==> src/verilog/nvs_pkg.sv <==
/*
 Constants and carrier types for the host-side controller of an
 asynchronous nonvolatile SRAM port. Assumes a 20 MHz controller clock.
*/
`default_nettype none
package nvs_pkg;
   localparam int CLK_PERIOD_NS = 50;
   // Timing figures in their own units
   localparam int SEQ_CYCLE_TIME_NS       = 45;
   localparam int HW_SAVE_PULSE_MIN_NS    = 15;
   localparam int CMD_PROCESSING_TIME_US  = 500;
   localparam int RESTORE_DURATION_US     = 600;
   localparam int SAVE_DURATION_MS        = 8;
   localparam int HW_SAVE_OUTPUT_RETURN_NS = 25;
   // Derived cycle counts: minimums round up
   localparam int SEQ_CYCLES =
      (SEQ_CYCLE_TIME_NS + CLK_PERIOD_NS - 1) / CLK_PERIOD_NS;
   localparam int HSB_PULSE_CYCLES =
      (HW_SAVE_PULSE_MIN_NS + CLK_PERIOD_NS - 1) / CLK_PERIOD_NS;
   localparam int CMD_PROC_CYCLES =
      CMD_PROCESSING_TIME_US * 1000 / CLK_PERIOD_NS;
   localparam int RESTORE_CYCLES =
      RESTORE_DURATION_US * 1000 / CLK_PERIOD_NS;
   localparam int SAVE_CYCLES =
      SAVE_DURATION_MS * 1000000 / CLK_PERIOD_NS;
   localparam int HSB_RETURN_CYCLES = 1;
   localparam int SEQ_LEN = 6;
   localparam int ADDR_W  = 19;
   localparam int DATA_W  = 32;
   localparam int LANES   = 4;
   // Default command addresses; real values depend on the command table
   localparam logic [18:0] SEQ_ADDR0 = 19'h0_0000;
   localparam logic [18:0] SEQ_ADDR1 = 19'h0_0001;
   localparam logic [18:0] SEQ_ADDR2 = 19'h0_0002;
   localparam logic [18:0] SEQ_ADDR3 = 19'h0_0003;
   localparam logic [18:0] SEQ_ADDR4 = 19'h0_0004;
   localparam logic [18:0] SAVE_ADDR_LAST    = 19'h0_0005;
   localparam logic [18:0] RESTORE_ADDR_LAST = 19'h0_0006;

   typedef enum logic [1:0] {
      NVS_OP_READ,
      NVS_OP_WRITE,
      NVS_OP_SAVE,
      NVS_OP_RESTORE
   } nvs_op_type;

   typedef struct packed {
      nvs_op_type         op;
      logic [ADDR_W-1:0]  addr;
      logic [DATA_W-1:0]  wdata;
      logic [LANES-1:0]   lane_en;
   } nvs_req_type;

   // Pins driven toward the memory; byte enables active low
   typedef struct packed {
      logic               chip_sel_first_n;
      logic               chip_sel_second;
      logic               write_en_n;
      logic               out_en_n;
      logic [LANES-1:0]   lane_en_n;
      logic [ADDR_W-1:0]  addr;
      logic [DATA_W-1:0]  dq_out;
      logic [LANES-1:0]   dq_oe;
   } nvs_pins_type;
endpackage
`default_nettype wire

==> src/verilog/nvs_host_ctrl.sv <==
/*
 Host controller for an asynchronous nonvolatile SRAM port: issues read and
 write cycles, the six-read software save/restore sequence and the hardware
 save pulse. Assumes all inputs synchronous to ref_clk and a 32-bit part.
*/
// Functional notes
// - Command sequence steps use read cycles only, ended by select edge.
// - Six reads in order with write enable high throughout.
// - Each sequence read lasts at least the sequence cycle time.
// - Data from the sixth sequence read is discarded.
// - Hardware save pin held low at least the minimum pulse.
// - Save pin kept high during ordinary reads and writes.
`timescale 1ns/1ps
`default_nettype none
module nvs_host_ctrl
#(
   parameter int SAVE_WAIT    = nvs_pkg::SAVE_CYCLES,
   parameter int RESTORE_WAIT = nvs_pkg::RESTORE_CYCLES,
   parameter int CMD_WAIT     = nvs_pkg::CMD_PROC_CYCLES
)
(
   input  wire logic                        ref_clk,
   input  wire logic                        rstn,
   input  wire logic                        req_valid,
   output var  logic                        req_ready,
   input  wire nvs_pkg::nvs_req_type        req,
   output var  logic                        rsp_valid,
   output var  logic [nvs_pkg::DATA_W-1:0]  rsp_data,
   output var  nvs_pkg::nvs_pins_type       pins,
   input  wire logic [nvs_pkg::DATA_W-1:0]  dq_in,
   output var  logic                        hw_save_req_n_out,
   output var  logic                        hw_save_req_n_oe,
   input  wire logic                        hw_save_req_n_in
);
   localparam int TW = 24;

   if (SAVE_WAIT < 1 || RESTORE_WAIT < 1 || CMD_WAIT < 1
       || SAVE_WAIT + CMD_WAIT >= (1 << TW)
       || RESTORE_WAIT + CMD_WAIT >= (1 << TW))
      $error("nvs_host_ctrl: wait counts out of range");

   typedef enum logic [2:0] {
      NVS_IDLE,
      NVS_CYCLE,
      NVS_GAP,
      NVS_HSB,
      NVS_BUSY
   } nvs_state_type;

   typedef struct packed {
      nvs_state_type         st;
      nvs_pkg::nvs_req_type  cur;
      logic [2:0]            step;
      logic                  rsp;
      logic [nvs_pkg::DATA_W-1:0] data;
      nvs_pkg::nvs_pins_type p;
      logic                  hsb_drive;
   } nvs_ctrl_type;

   nvs_ctrl_type s;
   nvs_ctrl_type next_s;
   logic         t_load;
   logic [TW-1:0] t_value;
   logic         t_done;

   nvs_timer #(.W(TW)) u_timer
   (
      .ref_clk (ref_clk),
      .rstn    (rstn),
      .load    (t_load),
      .value   (t_value),
      .done    (t_done)
   );

   function automatic logic [18:0] seq_addr(input logic [2:0] i,
                                            input logic save);
      logic [18:0] a;
      a = nvs_pkg::SEQ_ADDR0;
      unique case (i)
         3'd0: a = nvs_pkg::SEQ_ADDR0;
         3'd1: a = nvs_pkg::SEQ_ADDR1;
         3'd2: a = nvs_pkg::SEQ_ADDR2;
         3'd3: a = nvs_pkg::SEQ_ADDR3;
         3'd4: a = nvs_pkg::SEQ_ADDR4;
         default: a = save ? nvs_pkg::SAVE_ADDR_LAST
                           : nvs_pkg::RESTORE_ADDR_LAST;
      endcase
      return a;
   endfunction

   function automatic nvs_pkg::nvs_pins_type idle_pins();
      nvs_pkg::nvs_pins_type q;
      q = '0;
      q.chip_sel_first_n = 1'b1;
      q.write_en_n = 1'b1;
      q.out_en_n   = 1'b1;
      q.lane_en_n  = '1;
      return q;
   endfunction

   ///////////////////////////////////////////////////////////////////////
   always_comb
   begin
      next_s = s;
      next_s.rsp = 1'b0;
      t_load = 1'b0;
      t_value = '0;
      unique case (s.st)
         NVS_IDLE:
         begin
            next_s.p = idle_pins();
            if (req_valid)
            begin
               next_s.cur  = req;
               next_s.step = 3'd0;
               if (req.op == nvs_pkg::NVS_OP_SAVE && req.lane_en[0])
               begin
                  next_s.st = NVS_HSB;
                  next_s.hsb_drive = 1'b1;
               end
               else
               begin
                  next_s.st = NVS_CYCLE;
                  // Select with first low, second high
                  next_s.p.chip_sel_first_n = 1'b0;
                  next_s.p.chip_sel_second  = 1'b1;
                  if (req.op == nvs_pkg::NVS_OP_WRITE)
                  begin
                     next_s.p.write_en_n = 1'b0;
                     next_s.p.addr       = req.addr;
                     next_s.p.lane_en_n  = ~req.lane_en;
                     next_s.p.dq_out     = req.wdata;
                     next_s.p.dq_oe      = req.lane_en;
                  end
                  else if (req.op == nvs_pkg::NVS_OP_READ)
                  begin
                     // Read with outputs enabled per lane
                     next_s.p.out_en_n  = 1'b0;
                     next_s.p.addr      = req.addr;
                     next_s.p.lane_en_n = ~req.lane_en;
                  end
                  else
                  begin
                     // First sequence read, write enable high
                     next_s.p.out_en_n  = 1'b0;
                     next_s.p.lane_en_n = '0;
                     next_s.p.addr = seq_addr(3'd0,
                        req.op == nvs_pkg::NVS_OP_SAVE);
                  end
               end
            end
         end
         NVS_CYCLE:
         begin
            // One full clock per cycle exceeds the cycle time
            next_s.data = dq_in;
            // Cycle ended by the select edge
            next_s.p = idle_pins();
            next_s.st = NVS_GAP;
         end
         NVS_GAP:
         begin
            if (s.cur.op == nvs_pkg::NVS_OP_READ
                || s.cur.op == nvs_pkg::NVS_OP_WRITE)
            begin
               next_s.rsp = (s.cur.op == nvs_pkg::NVS_OP_READ);
               next_s.st = NVS_IDLE;
            end
            else if (s.step == 3'(nvs_pkg::SEQ_LEN - 1))
            begin
               t_load = 1'b1;
               t_value = (s.cur.op == nvs_pkg::NVS_OP_SAVE)
                  ? TW'(SAVE_WAIT + CMD_WAIT)
                  : TW'(RESTORE_WAIT + CMD_WAIT);
               next_s.st = NVS_BUSY;
            end
            else
            begin
               next_s.step = s.step + 3'd1;
               next_s.st = NVS_CYCLE;
               next_s.p.chip_sel_first_n = 1'b0;
               next_s.p.chip_sel_second  = 1'b1;
               next_s.p.out_en_n  = 1'b0;
               next_s.p.lane_en_n = '0;
               next_s.p.addr = seq_addr(s.step + 3'd1,
                  s.cur.op == nvs_pkg::NVS_OP_SAVE);
            end
         end
         NVS_HSB:
         begin
            // Pin released before any further access
            next_s.hsb_drive = 1'b0;
            t_load = 1'b1;
            t_value = TW'(SAVE_WAIT);
            next_s.st = NVS_BUSY;
         end
         NVS_BUSY:
         begin
            // No access issued while the device is busy
            if (t_done && hw_save_req_n_in)
               next_s.st = NVS_IDLE;
         end
         default:
            next_s.st = NVS_IDLE;
      endcase
   end

   always_ff @(posedge ref_clk or negedge rstn)
   begin
      if (!rstn)
      begin
         s <= '0;
         s.st <= NVS_IDLE;
         s.p.chip_sel_first_n <= 1'b1;
         s.p.write_en_n <= 1'b1;
         s.p.out_en_n <= 1'b1;
         s.p.lane_en_n <= '1;
      end
      else
         s <= next_s;
   end

   ///////////////////////////////////////////////////////////////////////
   assign req_ready = (s.st == NVS_IDLE);
   assign rsp_valid = s.rsp;
   // Sequence reads never produce a response
   assign rsp_data = s.data;
   assign pins = s.p;
   assign hw_save_req_n_out = 1'b0;
   assign hw_save_req_n_oe = s.hsb_drive;
endmodule
`default_nettype wire

==> src/verilog/nvs_timer.sv <==
/*
 Down counter used for the busy windows after save and restore.
 Assumes one synchronous clock and an active-low asynchronous reset.
*/
`timescale 1ns/1ps
`default_nettype none
module nvs_timer
#(
   parameter int W = 24
)
(
   input  wire logic         ref_clk,
   input  wire logic         rstn,
   input  wire logic         load,
   input  wire logic [W-1:0] value,
   output var  logic         done
);
   logic [W-1:0] count;
   logic [W-1:0] next_count;

   always_comb
   begin
      next_count = count;
      if (load)
         next_count = value;
      else if (count != '0)
         next_count = count - W'(1);
   end

   always_ff @(posedge ref_clk or negedge rstn)
   begin
      if (!rstn)
         count <= '0;
      else
         count <= next_count;
   end

   assign done = (count == '0) && !load;
endmodule
`default_nettype wire

==> config.mk <==
export PLATFORM = sky130hd
export DESIGN_NAME = nvs_host_ctrl
export DESIGN_NICKNAME = d
export VERILOG_FILES = /design/src/verilog/nvs_pkg.sv /design/src/verilog/nvs_host_ctrl.sv /design/src/verilog/nvs_timer.sv
export SDC_FILE = /design/constraint.sdc
export NUM_CORES = 1
export LEC_CHECK = 0
export BUFFER_PORTS_ARGS = -buffer_cell sky130_fd_sc_hd__buf_2
export CORE_AREA = 2 2 115 117
export DETAILED_ROUTE_END_ITERATION = 16
export DIE_AREA = 0 0 117 119
export GPL_ROUTABILITY_DRIVEN = 1
export PLACE_DENSITY = 0.84
export SLEW_MARGIN = 25
export SYNTH_ARGS = -nofsm -noshare
export SYNTH_HDL_FRONTEND = slang
export SYNTH_SLANG_ARGS = --single-unit
==> constraint.sdc <==
create_clock -name ref_clk -period 2.5 [get_ports ref_clk]
set_input_delay 0.25 -clock ref_clk [delete_from_list [all_inputs] [get_ports ref_clk]]
set_output_delay 0.25 -clock ref_clk [all_outputs]
set_load 0.02 [all_outputs]
==> impl_results.md <==
* Hold Crit Class: input pin to register
* CP endpoint kind: register
* Mean post-synth cell area at 10.9 sq um
* Clock transition at path regs at 0.06 ns
* Share of layout cells above drive strength 1 at 0.424
* Htree depth at 4
* DP Wirelength at 9.50 mm
* Reg2reg path depth at 5
* FF-to-FF Start: u_timer.count[14]$_DFFE_PN0P_
* Post-CTS setup buffer count at 0
* Via density at 5.22
* Final Instance Area at 7390 sq um
* Die ar. at 13900 sq um
* Worst slew pin tran at 0.685 ns
* Syn Inst Count at 576
* Max_cap viols at 0
* Status: complete, no violations
* Peak supply drop at 501 uV
* DP Cell Count at 837
* CP Class: register to register
* TritonRoute pass-1 iters at 4
* Drt total wl at 13.2 mm
* Final setup fails at 0
* Register area at 3240 sq um
* Setup TNS at 0 ns
* Syn nets at 676
* # fillers at 1057
* TritonCTS clock tree: yes
* Worst Path Required at 2.79 ns
* # DRC at 0
* Initial Util at 0.487
* Root buffer cell: clkbuf_16
* Sequential area share after synthesis at 0.516
* DR vias at 4542
* Post-route antenna net violation count at 0
* ANT cells at 0
* Worst skew pair latency at 0.40 ns
* Critical path endpoint: s[159]$_DFFE_PN0P_
* Routability cong. at 0.863
* Pleak at 0.00373 uW
* Area after DPL at 6770 sq um
* Die X at 117 um
* Initial antenna violation count at 0
* Ys Warns at 0
* Count of cell types in the netlist at 59
* Max Clock Freq at 428 MHz
* Layout net count at 781
* Fin crit period at 2.33 ns
* Die height at 119 um
* Async SR Flop Fraction at 1.00
* Max_slew headroom at 0.543
* Io pins at 192
* Cts bufs inserted at 17
* Crit. Startpoint: u_timer.count[14]$_DFFE_PN0P_
* Largest net degree at the start of global routing at 75
* Drt first-iter violations at 326
* CP arrival at 2.63 ns
* Rows at 42
* Top_reg_cell synth: dfrtp_1
* Reg2reg setup slack at 0.17 ns
* Cell Pwr Density at 1230 nW/um^2
* Area of the multi-input gates at 2180 sq um
* Post-Layout Cell Count at 870
* Startpoint Class: register
* Tot Pwr at 9110 uW
* Final slew viol count at 0
* RSZ-0062 raised after global routing: no
* Core ar. at 12900 sq um
* Final setup margin at 0.165 ns
* Netlist Area Pre-Place at 6270 sq um
* Clock skew at 0.00856 ns
* Remaining global-route overflow at 0
* Post-synth EDFFs at 0
* Vias in the first global route at 4293
* WL per Instance at 15.2 um
* CTS max path bufs at 2
* Final worst path period share at 0.934
* Dpl ws at 0.196 ns
* Synth Register Bits at 129
* Final Hold Vio Count at 0
* First-pass GRT wire length at 20.8 mm
* Overall Global Routing Usage at 0.189
* Buffers on Ports at 190
* CP Max Fanout at 10
* Worst r2r dst: s[159]$_DFFE_PN0P_
* Area Overhead vs Synth at 17.8%
* Sinks on Clock Net at 129
## cells in the final DEF (no fill, tap or decap), types with 4 or more instances in the layout
cell type	n
a31oi_1	4
inv_6	5
nand3_1	22
buf_4	15
o22a_1	4
dfrtp_1	122
xor2_1	5
a211oi_1	6
and3_1	6
o21a_1	4
nor4_1	8
inv_1	8
nor2_1	35
xnor2_1	8
a22o_1	36
o21ai_0	9
nand2_1	47
dfstp_2	7
mux2_2	34
buf_2	189
nand3b_1	4
nand2b_1	7
ha_1	7
nor3_1	11
a21oi_1	14
clkbuf_16	17
## layer usage
| layer | track usage | part of all wire | up-vias |
|---|---|---|---|
| li1 | - | - | 2138 |
| met1 | 0.238 | 0.42 | 2216 |
| met2 | 0.318 | 0.50 | 171 |
| met3 | 0.0473 | 0.070 | 17 |
| met4 | 0.0625 | 0.016 | 0 |
| met5 | 0 | 0 | - |
## timing repair
action	4_1_cts	5_1_grt
gates resized for setup	0	0
endpoints found under the hold margin	31	0
hold buffers	1	0
## worst max-delay path, cell delays in order, from the launching register on
cell     delay, ns
dfrtp_1       0.39
or4_1         0.69
nor4_4        0.38
and3_1        0.43
nand2_1       0.11
a31o_1        0.22
## metrics by stage
step / util / hold WS (ns)
finish: 0.574 / 0.0592
global route: 0.574 / 0.0518
CTS: 0.574 / 0.0447
detailed placement: 0.526 / 0.231
global placement: 0.526 / 0.223
floorplan: - / -0.0456
## Yosys cell counts (all sizes together), types with 3 or more instances
cell type | n | area (sq um)
nor3 | 11 | 55.1
xnor2 | 8 | 70.1
nand3 | 22 | 110
xor2 | 5 | 43.8
buf | 104 | 761
nor4 | 10 | 83.8
a21oi | 14 | 70.1
a211oi | 6 | 45.0
nor2b | 4 | 25.0
o22a | 4 | 35.0
or3 | 4 | 27.5
ha | 7 | 87.6
o21ai | 11 | 55.1
nand2b | 7 | 43.8
or4 | 6 | 51.3
and3 | 6 | 37.5
a22o | 36 | 315
o21a | 4 | 30.0
nand2 | 47 | 176
mux2 | 34 | 383
dfrtp | 122 | 3050
clkbuf | 17 | 63.8
nand4b | 3 | 26.3
nor2 | 37 | 146
dfstp | 7 | 184
a31oi | 4 | 25.0
inv | 8 | 30.0
nand3b | 4 | 30.0
## report_power, final
group          switching, uW  total (uW)  internal [uW]
combinational           1950        3290           1340
sequential               477        3280           2800
clock                    944        2540           1590
total                   3370        9110           5730
## registers in the layout, indices dropped and copies added, names as in the netlist
name              cells
rsp_data             32
pins                 63
s                     8
rsp_valid             1
u_timer.count        24
hw_save_req_n_oe      1
## how the worst min path moves through the flow
stage          startpoint                           end  cells after the start
2_1_floorplan        rstn  hw_save_req_n_oe$_DFFE_PN0P_                      0
3_3_place_gp         rstn          pins[27]$_DFFE_PN0P_                      1
3_5_place_dp         rstn          pins[28]$_DFFE_PN0P_                      1
4_1_cts            req[8]           pins[8]$_DFFE_PN0P_                      2
5_1_grt           req[52]          pins[52]$_DFFE_PN0P_                      3
6_report          req[46]          pins[46]$_DFFE_PN0P_                      3
## area by class of cell
type	count	area share
flip-flops and latches	129	0.438
well taps	176	0.0298
multi-input cells	318	0.295
clock inverters	13	0.0237
repair buffers	207	0.150
clock buffers	19	0.0586
inverters	8	0.00407
## cell families after synthesis
logic type               share of synthesized area
adder cells (fa/ha/maj)                     0.0140
XOR/XNOR                                    0.0182
AO/OA/AOI/OAI                                0.110
flip-flops                                   0.516
other                                     0.000598
buffers and inverters                        0.136
multiplexers                                0.0643
AND/OR/NAND/NOR                              0.140
Note: power is estimated with default switching activity, not from simulation.
